--- src/verilog/mic_regs.svh ---
// Timing counts and field positions of the serial microphone link.
// Assumes a 25 MHz system clock at both ends; included by bare name.
`ifndef MIC_REGS_SVH
`define MIC_REGS_SVH

`define MIC_CLK_HZ 25000000
`define MIC_FRAME_BITS 64
`define MIC_HALF_BITS 32
`define MIC_WORD_BITS 24
`define MIC_PREC_BITS 18
`define MIC_DECIM 64
// Active threshold 1 MHz: a bit clock period longer than this is too slow
`define MIC_ACTIVE_HZ 1000000
`define MIC_ACTIVE_CYC (`MIC_CLK_HZ / `MIC_ACTIVE_HZ)
// Sleep threshold 1 kHz: no rising edge for this long means stopped
`define MIC_SLEEP_HZ 1000
`define MIC_SLEEP_CYC (`MIC_CLK_HZ / `MIC_SLEEP_HZ)
// Wake settle time 50 ms
`define MIC_WAKE_MS 50
`define MIC_WAKE_CYC (`MIC_CLK_HZ / 1000 * `MIC_WAKE_MS)
// Host bit clock divider: half period in system cycles (320 ns period)
`define MIC_HOST_HALF 4

`endif

--- src/verilog/mic_pkg.sv ---
// Types shared by both ends of the serial microphone link.
// Assumes nothing beyond a SystemVerilog compiler.
package mic_pkg;
	typedef enum logic [1:0] {
		MIC_SLEEP = 2'b00,
		MIC_WAKE = 2'b01,
		MIC_ACTIVE = 2'b11
	} mic_mode_t;
	typedef logic [23:0] mic_word_t;
endpackage

--- src/verilog/mic_if.sv ---
// Link wires between the microphone and its bus master.
// Resolves the data wire from the enable here, so the bench needs no logic for it.
`timescale 1ns/1ps
interface mic_if;
	logic bclk;
	logic ws;
	logic data_o;
	logic data_oe;
	logic host_serial_data_in;
	// Data wire floats low through the pull-down when undriven
	assign host_serial_data_in = data_oe ? data_o : 1'b0;
	modport dev (input bclk, input ws, output data_o, output data_oe);
	modport host (output bclk, output ws, input host_serial_data_in);
endinterface

--- src/verilog/mic_dev.sv ---
// Microphone end: samples the link clock, decimates, shifts words out.
// Assumes the master drives bit clock and strobe per the link framing.
`timescale 1ns/1ps
`include "mic_regs.svh"
module mic_dev #(
	// Wake settle count; a short bench may lower it to reach active mode
	parameter int WAKE_CYC = `MIC_WAKE_CYC
) (
	input wire logic clock,
	input wire logic rstn,
	mic_if.dev link,
	input wire logic slot_sel,
	input wire logic pdm_in,
	output mic_pkg::mic_mode_t mode,
	output logic sample_valid
);
	import mic_pkg::*;

	// ----------------------------------------
	// Input synchronisers
	// ----------------------------------------
	logic [2:0] bclk_sync_reg, ws_sync_reg, sel_sync_reg;
	logic bclk_q_reg, ws_q_reg, sel_q_reg;
	always_ff @(posedge clock or negedge rstn) begin
		if (!rstn) begin
			bclk_sync_reg <= 3'h0;
			ws_sync_reg <= 3'h0;
			sel_sync_reg <= 3'h0;
			bclk_q_reg <= 1'b0;
			ws_q_reg <= 1'b0;
			sel_q_reg <= 1'b0;
		end else begin
			bclk_sync_reg <= {bclk_sync_reg[1:0], link.bclk};
			ws_sync_reg <= {ws_sync_reg[1:0], link.ws};
			sel_sync_reg <= {sel_sync_reg[1:0], slot_sel};
			// Accept a change once stages two and three agree
			if (bclk_sync_reg[1] == bclk_sync_reg[2])
				bclk_q_reg <= bclk_sync_reg[2];
			if (ws_sync_reg[1] == ws_sync_reg[2])
				ws_q_reg <= ws_sync_reg[2];
			if (sel_sync_reg[1] == sel_sync_reg[2])
				sel_q_reg <= sel_sync_reg[2];
		end
	end

	logic bclk_d_reg;
	logic rise, fall;
	always_ff @(posedge clock or negedge rstn) begin
		if (!rstn)
			bclk_d_reg <= 1'b0;
		else
			bclk_d_reg <= bclk_q_reg;
	end
	assign rise = bclk_q_reg & ~bclk_d_reg;
	assign fall = ~bclk_q_reg & bclk_d_reg;

	// ----------------------------------------
	// Clock rate monitor and mode machine
	// ----------------------------------------
	// Counts system cycles between rising edges; also runs while stopped
	logic [15:0] per_reg, per_next;
	logic [20:0] wake_reg, wake_next;
	mic_mode_t mode_reg, mode_next;
	always_comb begin
		per_next = per_reg;
		wake_next = wake_reg;
		mode_next = mode_reg;
		if (rise)
			per_next = 16'h0;
		else if (per_reg != 16'hffff)
			per_next = per_reg + 16'h1;
		case (mode_reg)
			MIC_SLEEP: begin
				// Fast clock seen: begin wake-up
				if (rise && per_reg < 16'(`MIC_ACTIVE_CYC)) begin
					mode_next = MIC_WAKE;
					wake_next = 21'h0;
				end
			end
			MIC_WAKE: begin
				wake_next = wake_reg + 21'h1;
				if (per_reg >= 16'(`MIC_SLEEP_CYC))
					mode_next = MIC_SLEEP;
				else if (wake_reg >= 21'(WAKE_CYC - 1))
					mode_next = MIC_ACTIVE;
			end
			MIC_ACTIVE: begin
				if (per_reg >= 16'(`MIC_SLEEP_CYC))
					mode_next = MIC_SLEEP;
			end
			default: mode_next = MIC_SLEEP;
		endcase
	end
	always_ff @(posedge clock or negedge rstn) begin
		if (!rstn) begin
			per_reg <= 16'hffff;
			wake_reg <= 21'h0;
			mode_reg <= MIC_SLEEP;
		end else begin
			per_reg <= per_next;
			wake_reg <= wake_next;
			mode_reg <= mode_next;
		end
	end

	// ----------------------------------------
	// Decimator: 64 modulator bits per sample
	// ----------------------------------------
	// Modulator bit taken once per bit clock; boxcar sum acts as low-pass
	logic [6:0] ones_reg, ones_next;
	logic [5:0] dcnt_reg, dcnt_next;
	logic [17:0] pcm_reg, pcm_next;
	logic valid_reg, valid_next;
	always_comb begin
		ones_next = ones_reg;
		dcnt_next = dcnt_reg;
		pcm_next = pcm_reg;
		valid_next = 1'b0;
		if (rise && mode_reg != MIC_SLEEP) begin
			dcnt_next = dcnt_reg + 6'h1;
			if (dcnt_reg == 6'(`MIC_DECIM - 1)) begin
				// Map 0..64 ones to signed -32..+32, scaled into 18 bits
				pcm_next = {7'(ones_reg + {6'h0, pdm_in} - 7'h20), 11'h0};
				ones_next = 7'h0;
				valid_next = 1'b1;
			end else begin
				ones_next = ones_reg + {6'h0, pdm_in};
			end
		end
	end
	always_ff @(posedge clock or negedge rstn) begin
		if (!rstn) begin
			ones_reg <= 7'h0;
			dcnt_reg <= 6'h0;
			pcm_reg <= 18'h0;
			valid_reg <= 1'b0;
		end else begin
			ones_reg <= ones_next;
			dcnt_reg <= dcnt_next;
			pcm_reg <= pcm_next;
			valid_reg <= valid_next;
		end
	end

	// ----------------------------------------
	// Serialiser and tri-state control
	// ----------------------------------------
	// Strobe change seen at rising edge; data moves after rising edge
	logic ws_last_reg, ws_last_next;
	logic [5:0] bit_reg, bit_next;
	mic_word_t shift_reg, shift_next;
	logic dout_reg, dout_next;
	logic oe_reg, oe_next;
	logic mine;
	always_comb begin
		ws_last_next = ws_last_reg;
		bit_next = bit_reg;
		shift_next = shift_reg;
		dout_next = dout_reg;
		oe_next = oe_reg;
		// Own half: slot high takes strobe high, slot low strobe low
		mine = (ws_q_reg == sel_q_reg);
		if (rise) begin
			ws_last_next = ws_q_reg;
			if (ws_q_reg != ws_last_reg) begin
				// First rise after strobe edge puts out the MSB
				bit_next = 6'h1;
				shift_next = {pcm_reg, 6'h0};
				dout_next = pcm_reg[17];
			end else begin
				bit_next = bit_reg + 6'h1;
				if (bit_reg < 6'(`MIC_WORD_BITS)) begin
					dout_next = shift_reg[22];
					shift_next = {shift_reg[22:0], 1'b0};
				end else begin
					dout_next = 1'b0;
				end
			end
			oe_next = mine && mode_reg == MIC_ACTIVE;
		end
		// Pin released at once on sleep or slot change
		if (mode_reg != MIC_ACTIVE || !mine)
			oe_next = 1'b0;
	end
	always_ff @(posedge clock or negedge rstn) begin
		if (!rstn) begin
			ws_last_reg <= 1'b0;
			bit_reg <= 6'h0;
			shift_reg <= 24'h0;
			dout_reg <= 1'b0;
			oe_reg <= 1'b0;
		end else begin
			ws_last_reg <= ws_last_next;
			bit_reg <= bit_next;
			shift_reg <= shift_next;
			dout_reg <= dout_next;
			oe_reg <= oe_next;
		end
	end

	// Device drives only the data wire and its enable on the link
	assign link.data_o = dout_reg;
	assign link.data_oe = oe_reg;
	assign mode = mode_reg;
	assign sample_valid = valid_reg;
endmodule

--- src/flat_wrapper.sv ---
// flat-port wrapper written by rule: the top's interface ports become plain ports
module mic_dev_flat import mic_pkg::*;
#(
	                                                                     
	parameter int WAKE_CYC = `MIC_WAKE_CYC
)
  (clock, rstn, slot_sel, pdm_in, mode, sample_valid, link_bclk, link_ws, link_data_o, link_data_oe);
  mic_if link_i ();
  input wire logic clock;
  input wire logic rstn;
  input wire logic slot_sel;
  input wire logic pdm_in;
  output mic_pkg::mic_mode_t mode;
  output logic sample_valid;
  input wire logic [$bits(link_i.bclk)-1:0] link_bclk;
  input wire logic [$bits(link_i.ws)-1:0] link_ws;
  output wire logic [$bits(link_i.data_o)-1:0] link_data_o;
  output wire logic [$bits(link_i.data_oe)-1:0] link_data_oe;
  assign link_i.bclk = link_bclk;
  assign link_i.ws = link_ws;
  assign link_data_o = link_i.data_o;
  assign link_data_oe = link_i.data_oe;
  mic_dev #(.WAKE_CYC(WAKE_CYC)) u_core (.clock(clock), .rstn(rstn), .link(link_i), .slot_sel(slot_sel), .pdm_in(pdm_in), .mode(mode), .sample_valid(sample_valid));
endmodule
--- config.mk ---
export PLATFORM = sky130hd
export DESIGN_NAME = mic_dev_flat
export DESIGN_NICKNAME = d
export VERILOG_FILES = /design/src/verilog/mic_pkg.sv /design/src/verilog/mic_if.sv /design/src/verilog/mic_dev.sv /design/src/flat_wrapper.sv
export VERILOG_INCLUDE_DIRS = /design/src /design/src/verilog
export SDC_FILE = /design/constraint.sdc
export NUM_CORES = 1
export LEC_CHECK = 0
export ABC_CLOCK_PERIOD_IN_PS = 3090
export BUFFER_PORTS_ARGS = -buffer_cell sky130_fd_sc_hd__clkbuf_2
export CORE_ASPECT_RATIO = 1.5
export CORE_MARGIN = 1.5
export CORE_UTILIZATION = 35
export CTS_CLUSTER_SIZE = 10
export DETAILED_ROUTE_END_ITERATION = 8
export PLACE_DENSITY = 0.61
export SYNTH_ARGS = -nofsm -noshare
export SYNTH_HDL_FRONTEND = slang
export SYNTH_SLANG_ARGS = --single-unit
--- constraint.sdc ---
create_clock -name clock -period 3.09 [get_ports clock]
set_input_delay 0.618 -clock clock [delete_from_list [all_inputs] [get_ports clock]]
set_output_delay 0.618 -clock clock [all_outputs]
set_load 0.02 [all_outputs]
Word-level counts from Yosys, hierarchy flattened
Cells that the tools add are included.

word-level totals
  input bits = 6
  register bits = 105
  latch bits = 0
  memories = 0
  output and inout bits = 5
  bits in writable memories = 0
  logic and storage cells = 78
  memory bits (read-only) = 0

cells by class
  multiplexer cells = 19
  multiply operators = 0
  divide/modulo/power cells = 0
  $lt $le $gt $ge = 4
  shift operators = 0
  bitwise gates (word level) = 2
  equality and inequality tests = 13
  reductions and logical operators = 15
  add/sub/neg operators = 6

operators by type and width
  cell                                                                     count
  23-bit 2-to-1 mux                                                        2
  21-bit one-hot mux with 2 select lines                                   1
  16-bit 2-to-1 mux                                                        2
  21-bit by 1-bit adder with 21-bit output, second input constant          1
  21-bit >= comparator, second input constant                              1
  21-bit 2-to-1 mux                                                        1
  16-bit by 1-bit adder with 16-bit output, second input constant          1
  16-bit by 15-bit >= comparator with 1-bit output, second input constant  1
  16-bit by 5-bit < comparator with 1-bit output, second input constant    1
  16-bit inequality test, second input constant                            1
  6-bit by 1-bit adder with 6-bit output, second input constant            2
  2-bit nonzero test                                                       5
  2-bit 2-to-1 mux                                                         4
  7-bit by 1-bit adder with 7-bit output                                   1
  7-bit 2-to-1 mux                                                         1
  7-bit by 6-bit subtractor with 7-bit output, second input constant       1
  6-bit == test, second input constant                                     1
  6-bit by 5-bit < comparator with 1-bit output, second input constant     1
  1-bit 2-to-1 mux                                                         6
  6-bit 2-to-1 mux                                                         1
  2-bit one-hot mux with 3 select lines                                    1
  2-bit AND reduction                                                      3
  1-bit == test                                                            4
  2-bit by 1-bit inequality test with 1-bit output, second input constant  2
  12 further kinds                                                         14

Longest topological paths before layout
Gate-level depths: netlist of the first run.

  depth in word-level cells = 5
  depth in mapped cells = 9
  mapped depth without buffers = 7

Worst setup path before layout of the first run
No wires, ideal clock.

  path kind = register -> register
  from = reg u_core.per_reg[14]
  to = reg u_core.wake_reg[0]
  stages on the path, launching flop included = 7
  path buffers = 2
  period minus slack after synthesis = 2.133 ns
  arrival time = 2.009 ns
  data required time = 2.965 ns
  slack = 0.957 ns
  cells stage by stage = dfstp_2 or4_1 a311oi_2 a31oi_1 buf_2 clkbuf_1 mux2_2

between the ends
  word-level cells in the longest chain between the ends = 4

RTL lines
  what                                                               line            RTL
  from (decl)                                                        mic_dev.sv:61   logic [15:0] per_reg, per_next;
  from (signal assigned)                                             mic_dev.sv:100  per_reg <= per_next;
  16-bit by 5-bit < comparator with 1-bit output                     mic_dev.sv:75   if (rise && per_reg < 16'(`MIC_ACTIVE_CYC)) begin
  1-bit logical AND                                                  mic_dev.sv:75
  2-bit by 1-bit inequality test with 1-bit output (no source line)  -
  2-bit AND reduction (no source line)                               -
  to (signal assigned)                                               mic_dev.sv:101  wake_reg <= wake_next;
  to (decl)                                                          mic_dev.sv:62   logic [20:0] wake_reg, wake_next;

No other way between the ends.
A chain may end at the register's enable or synchronous reset.

Final worst setup path of the first run
  from = reg u_core.per_reg[14]
  to = reg u_core.wake_reg[4]

Same word-level chain as after synthesis.

==> reports/metrics.cfg, run 1 <==
[finish]
layout_commonest_cell = dfrtp_1
drive_above_1_share = 0.1390
final_area_sq_um = 4702
final-instance-count-excl-fill = 589
largest_reg_flops = 21
syn2layout_area_growth_pct = 12.51
antenna_cells = 0
nets = 447
layout_common_cells = 72 x dfrtp_1, 51 x nand2_1, 44 x o21ai_0, 30 x nor2_1, 24 x a21oi_1

[synthesis]
syn_area_sq_um = 4179
synth.area.top_cells = dfrtp_1 43%, dfstp_2 10%, o21ai_0 5.3%, nand2_1 4.6%, a21oi_1 2.9%
synth-seq-cells = 88
synth_top_family_by_area = simple AND/OR/NAND/NOR gates
synthCells = 420
ys_seq_area_frac = 0.5317
yosysTopAreaCellShare = 0.4311
synth_xor_area_frac = 0.04401
yosysUniqueCellTypes = 46
synthAdderAreaFrac = 0.02814
synthSimpleGateAreaFrac = 0.2006
yosysWarningCount = 0
dominantRegCellSynth = dfrtp_1
synth_compound_area_frac = 0.1404
synth_nets = 433
async_reset_ff_frac = 1.000
synth-edff-count = 0
synth_area_per_cell_sq_um = 9.950
synth.area.mux_share = 0.03563
synth_top_cell_by_area = dfrtp_1

[sta]
clock_skew_ns = 0.008169
slew-limit-headroom = 0.3286
tightest_slew_ns = 1.007
slew_viol_final = 0
holdWs_ns = 0.3502
fin_setup_tns_ns = 0
fin_ws_ns = 0.5241
layout_min_cycle_time_ns = 2.566
final.period_utilization = 0.8304
rsz0062_at_grt = false
setup-violations-final = 0
max_freq_mhz = 389.7
hold_viol = 0

[global_routing]
grt_overflow = 0
grt_max_degree = 81
grt_antenna_before_repair = 0
grt_pass1_wl_um = 14160
grtUsageTotal = 0.1423
grt_pass1_vias = 3094

[place]
dp.cells = 573
place_hpwl_um = 5535
dpl-instance-area_sq_um = 4431
place_congestion = 0.7879
port_buffers = 10
dpl_worst_slack_ns = 0.5385

[power]
p_per_area_nw_per_um2 = 711.0
leakagePower_nw = 1.929
peakVddDrop_mv = 0.3651

[detailed_routing]
wl_per_cell_um = 14.01
routed_wl_um = 8251
drtIter0Drc = 209
vias = 3119
dr.pass1.iters = 4
via_per_inst = 5.295
ant_nets = 0
drc_errors = 0

[cts]
insertion_delay_ns = 0.34
ctsResizeCount = 0
clock-sinks = 88
cts_buffer_depth = 2
cts_setup_buffers = 0
cts_tree = yes
root_buffer = clkbuf_16
numCtsBuffers = 9
ctsHtreeMaxLevel = 3
cts_hold_buf = 0
clk_pin_slew_worst_paths_ns = 0.07

[hold_path]
min_path_type = reg -> reg

[worst_setup_path]
timing.reg2reg.setup_slack_ns = 0.52
cp_max_fo = 22
crit_slowest_cell = or4_1
cp.required_ns = 3.35
endpoint_kind = flip-flop
worst-setup-path-type = reg -> reg
critical_path.cell_chain = or4_1 -> a311oi_2 -> a31oi_2 -> buf_4 -> or3_1 -> a21oi_1
start_kind = flip-flop
worstPathArrival_ns = 2.83
cpPeakStageDelay_ns = 0.53

[floorplanning]
top_level_ports = 11
initial_core_util = 0.3605
core-area_sq_um = 11590
fp.dieH_um = 136.8
die_area_sq_um = 12620
rows = 48
die_x_um = 92.22

[status]
status = finished clean

[job]
drv_cap = 0

-- worst paths after layout --
path                                               end                    from  cells past startpoint
worst max-delay path                u_core.wake_reg[4]      u_core.per_reg[14]                      6
worst min-delay path            u_core.sel_sync_reg[1]  u_core.sel_sync_reg[0]                      0
worst max register to register      u_core.wake_reg[4]      u_core.per_reg[14]                      6
worst min register to register  u_core.sel_sync_reg[1]  u_core.sel_sync_reg[0]                      0
max in group asynchronous            u_core.per_reg[2]                    rstn                      2
min in group asynchronous           u_core.wake_reg[2]                    rstn                      1
-- logic make-up (layout without fill, tap and decap cells) --
family | after synthesis | after routing
AND/OR/NAND/NOR | 167 | 167
AO/OA/AOI/OAI | 99 | 99
flip-flops | 88 | 88
XOR/XNOR | 21 | 21
buffers and inverters | 21 | 40
multiplexers | 14 | 14
adder cells (fa/ha/maj) | 10 | 10
-- critical path, delay by kind of cell (launching register included) --
kind            cells  cell delay [ns]
compound gates      3             0.92
buf+inv             1             0.30
flops               1             0.39
simple gates        2             0.87
-- power by group --
group | switching, mW | internal (mW) | total (mW) | leakage, nW
registers | 0.261 | 1.38 | 1.64 | 1.08
clock network | 0.455 | 0.548 | 1.00 | 0.129
logic | 0.397 | 0.302 | 0.698 | 0.719
-- synthesized netlist by cell type (all sizes together), types with 3 or more instances --
library cell	number
and4	3
or4	7
nand2b	6
nor3	9
o31ai	4
o21ai	45
xnor2	10
dfrtp	72
mux2	7
a31oi	8
maj3	3
nor2b	4
or3	12
inv	5
a21oi	24
nor2	30
dfstp	16
nand3	19
xor2	11
a211oi	3
a22o	4
clkbuf	15
nand4	11
nand2	51
mux2i	7
ha	7
and3	9
-- layout make-up --
class                           instances  area [sq um]
Multi-Input combinational cell        311          1882
Inverter                                5         18.77
Sequential cell                        88          2222
Clock inverter                          6         42.54
Tap cell                              150         187.7
Clock buffer                           10         229.0
Fill cell                            1114          6889
Timing Repair Buffer                   19         120.1
-- layer usage --
layer,track usage,share of wire,vias up
li1,-,-,1552
met1,0.1579,0.44,1526
met2,0.2630,0.52,31
met3,0.03056,0.021,10
met4,0.05556,0.015,0
met5,0,0,-
-- stage by stage --
step                  util  power [mW]
finish              0.4057       3.343
global route        0.4057       3.559
CTS                 0.4057       3.389
detailed placement  0.3822       2.363
global placement    0.3822       2.325
floorplan                -       2.122
Note: power is estimated with default switching activity, not from simulation.
==> run 2: changes to the inputs <==
--- a/config.mk
+++ b/config.mk
@@ -6,7 +6,7 @@
 export SDC_FILE = /design/constraint.sdc
 export NUM_CORES = 1
 export LEC_CHECK = 0
-export ABC_CLOCK_PERIOD_IN_PS = 3090
+export ABC_CLOCK_PERIOD_IN_PS = 2530
 export BUFFER_PORTS_ARGS = -buffer_cell sky130_fd_sc_hd__clkbuf_2
 export CORE_ASPECT_RATIO = 1.5
 export CORE_MARGIN = 1.5
==> constraint.sdc (replaced) <==
create_clock -name clock -period 2.53 [get_ports clock]
set_input_delay 0.506 -clock clock [delete_from_list [all_inputs] [get_ports clock]]
set_output_delay 0.506 -clock clock [all_outputs]
set_load 0.02 [all_outputs]
==> run 2 against run 1 <==
Effect of this change: die area stayed put; non-clock buffer count is 9 higher; final cell count is 1.5% higher; routed wire length is 4.4% higher; worst hold slack worse by 0.22 ns; sequential cell count stayed put.
==> reports/metrics.cfg, run 2 (synthesized netlist as in run 1, its figures left out) <==
[sta]
layout_min_cycle_time_ns = 2.373  ; -0.1926 ns
final.period_utilization = 0.9381  ; +0.1077
max_freq_mhz = 421.3  ; +8.1%
clock_skew_ns = 0.01169  ; +0.003516 ns
tightest_slew_ns = 0.6360  ; -0.3711 ns
holdWs_ns = 0.1293  ; -0.2209 ns
fin_setup_tns_ns = 0  ; unchanged
rsz0062_at_grt = false
slew_viol_final = 0  ; unchanged
slew-limit-headroom = 0.5745  ; +0.2460
fin_ws_ns = 0.1567  ; -0.3674 ns
hold_viol = 0  ; unchanged
setup-violations-final = 0  ; unchanged

[power]
peakVddDrop_mv = 0.4704  ; +29%
p_comb_frac = 0.216  ; +0.007
p_switching_mw = 1.379  ; +24%
p_int_mw = 2.988  ; +34%
p_seq_frac = 0.459  ; -0.032
fin_total_pwr_mw = 4.368  ; +31%
clkPwrFrac = 0.325  ; +0.025
swShare = 0.3158  ; -0.01717
p_per_area_nw_per_um2 = 899.9  ; +27%
leakagePower_nw = 2.003  ; +3.8%

[finish]
nets = 456  ; +2.0%
syn2layout_area_growth_pct = 16.14
layout_commonest_cell = dfrtp_1
post-route-util = 0.4187  ; +0.01306
antenna_cells = 0  ; unchanged
layout_common_cells = 72 x dfrtp_1, 51 x nand2_1, 44 x o21ai_0, 30 x nor2_1, 24 x a21oi_1
largest_reg_flops = 21  ; unchanged
final-instance-count-excl-fill = 598  ; +1.5%
final_area_sq_um = 4853  ; +3.2%
drive_above_1_share = 0.1563  ; +0.01730

[floorplanning]
die_area_sq_um = 12620  ; unchanged
fp.dieH_um = 136.8  ; unchanged
rows = 48  ; unchanged
core-area_sq_um = 11590  ; unchanged
initial_core_util = 0.3605  ; unchanged
die_x_um = 92.22  ; unchanged
top_level_ports = 11  ; unchanged

[detailed_routing]
vias = 3219  ; +3.2%
drtIter0Drc = 150  ; -28%
drc_errors = 0  ; unchanged
via_per_inst = 5.383  ; +1.7%
ant_nets = 0  ; unchanged
routed_wl_um = 8611  ; +4.4%
wl_per_cell_um = 14.40  ; +2.8%
dr.pass1.iters = 4  ; unchanged

[place]
dp.cells = 579  ; +1.0%
port_buffers = 10  ; unchanged
dpl_worst_slack_ns = 0.03812  ; -0.5004 ns
place_congestion = 0.8472  ; +7.5%
dpl-instance-area_sq_um = 4488  ; +1.3%
place_hpwl_um = 5972  ; +7.9%

[worst_setup_path]
start_kind = flip-flop
worst-setup-path-type = reg -> reg
reg2reg_from = u_core.per_reg[14]
cp.required_ns = 2.79  ; -0.56 ns
timing.reg2reg.setup_slack_ns = 0.16  ; -0.37 ns
r2r_cells = 6  ; unchanged
reg2reg_to = u_core.wake_reg[19]
endpoint_kind = flip-flop
cp_max_fo = 6  ; -73%
worstPathArrival_ns = 2.63  ; -0.20 ns

[cts]
cts_tree = yes
cts_hold_buf = 0  ; unchanged
root_buffer = clkbuf_16
insertion_delay_ns = 0.34  ; about the same
ctsHtreeMaxLevel = 3  ; unchanged
clock-sinks = 88  ; unchanged
numCtsBuffers = 9  ; unchanged
clk_pin_slew_worst_paths_ns = 0.06  ; about the same
cts_buffer_depth = 2  ; unchanged

[global_routing]
grt_pass1_wl_um = 14840  ; +4.8%
grt_pass1_vias = 3149  ; +1.8%
grt_overflow = 0  ; unchanged
grt_max_degree = 50  ; -38%
grtUsageTotal = 0.1493  ; +0.006945
grt_antenna_before_repair = 0  ; unchanged

[hold_path]
min_path_type = in -> async

[status]
status = finished clean

[job]
drv_cap = 0  ; unchanged

-- run 2: worst max path at each step --
stage	end	from	depth (start not counted)	slack, ns
floorplan	u_core.wake_reg[0]	u_core.per_reg[14]	6	0.40
global placement	u_core.wake_reg[3]	u_core.per_reg[14]	6	0.13
detailed placement	u_core.wake_reg[7]	u_core.per_reg[14]	6	0.04
CTS	u_core.wake_reg[7]	u_core.per_reg[14]	6	0.02
global route	u_core.wake_reg[7]	u_core.per_reg[14]	6	0.04
finish	u_core.wake_reg[19]	u_core.per_reg[14]	6	0.16
-- run 2: final cells by class --
type,count,area [sq um]
multi-input combinational,311,1902
clock inverter,6,93.84
inverter,5,18.77
clock buffer,10,229.0
fill,1103,6738
tap,150,187.7
sequential,88,2222
timing repair buffer,28,200.2
-- run 2: power by group through the flow --
stage / Clock, mW / Sequential, mW / Combinational (mW)
final: 1.42 / 2.00 / 0.943
after global routing: 1.52 / 2.05 / 1.09
after CTS: 1.46 / 2.00 / 0.900
after detailed placement: 0 / 2.02 / 0.896
after global placement: 0 / 2.01 / 0.863
after floorplan: 0 / 1.92 / 0.670
-- run 2: repair_timing --
item                                    in CTS  in global routing
gates resized for setup                      0                  2
endpoints found under the setup margin       0                  7
setup buffers                                0                  3
-- run 2: critical path, cell delays in order, from the launching register on --
cell and delay (ns):
dfstp_2 0.39, or4_1 0.58, a311oi_4 0.36, buf_4 0.18, a21oi_1 0.10, or4_1 0.53, a21oi_1 0.16
-- run 2: metal layers --
layer / part of all wire / wire [um] / vias up / global-route usage
met4: 0.018 / 156 / 0 / 0.07009
met2: 0.53 / 4554 / 60 / 0.2663
met3: 0.025 / 219 / 14 / 0.02500
met1: 0.43 / 3680 / 1578 / 0.1734
li1: - / - / 1567 / -
met5: 0 / 0 / - / 0
==> run 3: changes to the inputs <==
--- a/config.mk
+++ b/config.mk
@@ -10,10 +10,10 @@
 export BUFFER_PORTS_ARGS = -buffer_cell sky130_fd_sc_hd__clkbuf_2
 export CORE_ASPECT_RATIO = 1.5
 export CORE_MARGIN = 1.5
-export CORE_UTILIZATION = 35
+export CORE_UTILIZATION = 43
 export CTS_CLUSTER_SIZE = 10
 export DETAILED_ROUTE_END_ITERATION = 8
-export PLACE_DENSITY = 0.61
+export PLACE_DENSITY = 0.69
 export SYNTH_ARGS = -nofsm -noshare
 export SYNTH_HDL_FRONTEND = slang
 export SYNTH_SLANG_ARGS = --single-unit
==> run 3 against run 2 <==
Effect of this change: power down 3.4%; first-iteration DRC count up 4.7%; worst setup slack worse by 0.026 ns; worst hold slack worse by 0.021 ns; via count down 0.93%; clock power down 7%; combinational power down 3.0%; utilization up 9.0 points; largest cell class unchanged.
==> reports/metrics.cfg, run 3 (synthesized netlist as in run 1, its figures left out) <==
[status]
status = finished clean

[worst_setup_path]
start_kind = flip-flop
reg2reg_to = u_core.wake_reg[19]
timing.reg2reg.setup_slack_ns = 0.13  ; -0.03 ns
critical_path.cell_chain = or4_1 -> nor4_2 -> buf_4 -> a21oi_1 -> or4_1 -> a21oi_1
endpoint_kind = flip-flop
path_buf_inv = 1  ; unchanged
reg2reg_from = u_core.per_reg[12]
cpPeakStageDelay_ns = 0.55  ; -0.03 ns
r2r_cells = 6  ; unchanged
cp_max_fo = 4  ; -2
critical_path.top_delay_family = simple AND/OR/NAND/NOR gates
crit_slowest_cell = or4_1
worst-setup-path-type = reg -> reg
worstPathArrival_ns = 2.66  ; +0.03 ns
cp.required_ns = 2.79  ; about the same

[cts]
numCtsBuffers = 9  ; unchanged
clk_pin_slew_worst_paths_ns = 0.06  ; about the same
clock-sinks = 88  ; unchanged
root_buffer = clkbuf_16
cts_buffer_depth = 2  ; unchanged
ctsHtreeMaxLevel = 3  ; unchanged
insertion_delay_ns = 0.34  ; about the same
cts_hold_buf = 0  ; unchanged
cts_tree = yes
cts_setup_buffers = 0  ; unchanged

[finish]
layout_commonest_cell = dfrtp_1
nets = 453  ; -0.66%
final-instance-count-excl-fill = 557  ; -6.9%
layout_common_cells = 72 x dfrtp_1, 51 x nand2_1, 44 x o21ai_0, 30 x nor2_1, 24 x a21oi_1
drive_above_1_share = 0.1506  ; -0.005688
multi_input_area_sq_um = 1902  ; unchanged
antenna_cells = 0  ; unchanged
syn2layout_area_growth_pct = 13.86
regArea_sq_um = 2222  ; unchanged
nFillCells = 852  ; -23%
largest_reg_flops = 21  ; unchanged

[place]
place_hpwl_um = 5967  ; about the same
dp.cells = 541  ; -6.6%
port_buffers = 10  ; unchanged
place_congestion = 0.8688  ; +2.5%
dpl_worst_slack_ns = 0.01174  ; -0.02638 ns

[sta]
rsz0062_at_grt = false
fin_setup_tns_ns = 0  ; unchanged
slew-limit-headroom = 0.6511  ; +0.07660
hold_viol = 0  ; unchanged
layout_min_cycle_time_ns = 2.400  ; +0.02643 ns
clock_skew_ns = 0.006194  ; -0.005492 ns
holdWs_ns = 0.1081  ; -0.02124 ns
tightest_slew_ns = 0.5193  ; -0.1167 ns
max_freq_mhz = 416.7  ; -1.1%
slew_viol_final = 0  ; unchanged
fin_ws_ns = 0.1302  ; -0.02643 ns
setup-violations-final = 0  ; unchanged
final.period_utilization = 0.9485  ; +0.01045

[detailed_routing]
vias = 3189  ; -0.93%
ant_nets = 0  ; unchanged
wl_per_cell_um = 15.37  ; +6.7%
via_per_inst = 5.725  ; +6.4%
drc_errors = 0  ; unchanged
routed_wl_um = 8561  ; -0.58%
dr.pass1.iters = 4  ; unchanged
drtIter0Drc = 157  ; +4.7%

[global_routing]
grt_pass1_wl_um = 15160  ; +2.2%
grt_pass1_vias = 3219  ; +2.2%
grt_antenna_before_repair = 0  ; unchanged
grt_overflow = 0  ; unchanged
grt_max_degree = 40  ; -20%
grtUsageTotal = 0.1851  ; +0.03581

[hold_path]
min_path_type = in -> async

[floorplanning]
top_level_ports = 11  ; unchanged
die_area_sq_um = 10330  ; -18%
initial_core_util = 0.4464  ; +0.08587
fp.dieH_um = 123.7  ; -9.6%
core-area_sq_um = 9361  ; -19%
die_x_um = 83.49  ; -9.5%
rows = 43  ; -10%

[power]
leakagePower_nw = 1.967  ; -1.8%
p_per_area_nw_per_um2 = 886.4  ; -1.5%
peakVddDrop_mv = 0.5985  ; +27%

[job]
drv_cap = 0  ; unchanged

run 3: changes by cell type in the layout (fill, tap and decap cells not counted):
cell / delta
buf_4: -3
bufinv_16: -1
clkinv_4: -3
clkinvlp_4: +3
inv_6: +1
run 3: layout make-up:
type | instances | share of cell area
sequential | 88 | 0.4670
multi-input combinational | 311 | 0.3997
clock buffer | 10 | 0.04812
timing repair buffer | 25 | 0.03734
tap | 112 | 0.02945
clock inverter | 6 | 0.01446
inverter | 5 | 0.003944
run 3: per-layer routing:
metal	wire, um	up-vias	GRT usage
met4	211	0	0.1055
li1	-	1563	-
met1	3688	1568	0.2162
met5	0	-	0
met2	4491	40	0.3262
met3	170	18	0.02916
run 3: power by group:
group | switching [mW] | total [mW] | internal [mW] | leakage (nW)
Combinational | 0.523 | 0.915 | 0.391 | 0.754
Sequential | 0.294 | 1.98 | 1.69 | 1.08
Clock | 0.553 | 1.32 | 0.768 | 0.131
Total | 1.37 | 4.22 | 2.85 | 1.97
run 3: worst max path at each step:
stage	start	end	cells after the start
after floorplan	u_core.per_reg[14]	u_core.wake_reg[0]	6
after global placement	u_core.per_reg[14]	u_core.wake_reg[4]	6
after detailed placement	u_core.per_reg[14]	u_core.wake_reg[3]	6
after CTS	u_core.per_reg[14]	u_core.wake_reg[3]	6
after global routing	u_core.per_reg[12]	u_core.wake_reg[4]	6
final	u_core.per_reg[12]	u_core.wake_reg[19]	6
run 3: worst register-to-register path, cell delays in order (launching register included):
cell and delay (ns):
dfstp_2 0.38, or4_1 0.55, nor4_2 0.35, buf_4 0.20, a21oi_1 0.11, or4_1 0.55, a21oi_1 0.18
run 3: per-stage QoR:
stage	power, mW	cell area (sq um)	util
after floorplan	2.592	4179	-
after global placement	2.848	4441	0.4743
after detailed placement	2.903	4441	0.4743
after CTS	4.252	4747	0.5071
after global routing	4.485	4758	0.5083
final	4.218	4758	0.5083
run 3: repair_timing:
action | 4_1_cts | 5_1_grt
resized for setup | 1 | 1
pin swaps | 0 | 1
endpoints found under the setup margin | 1 | 3
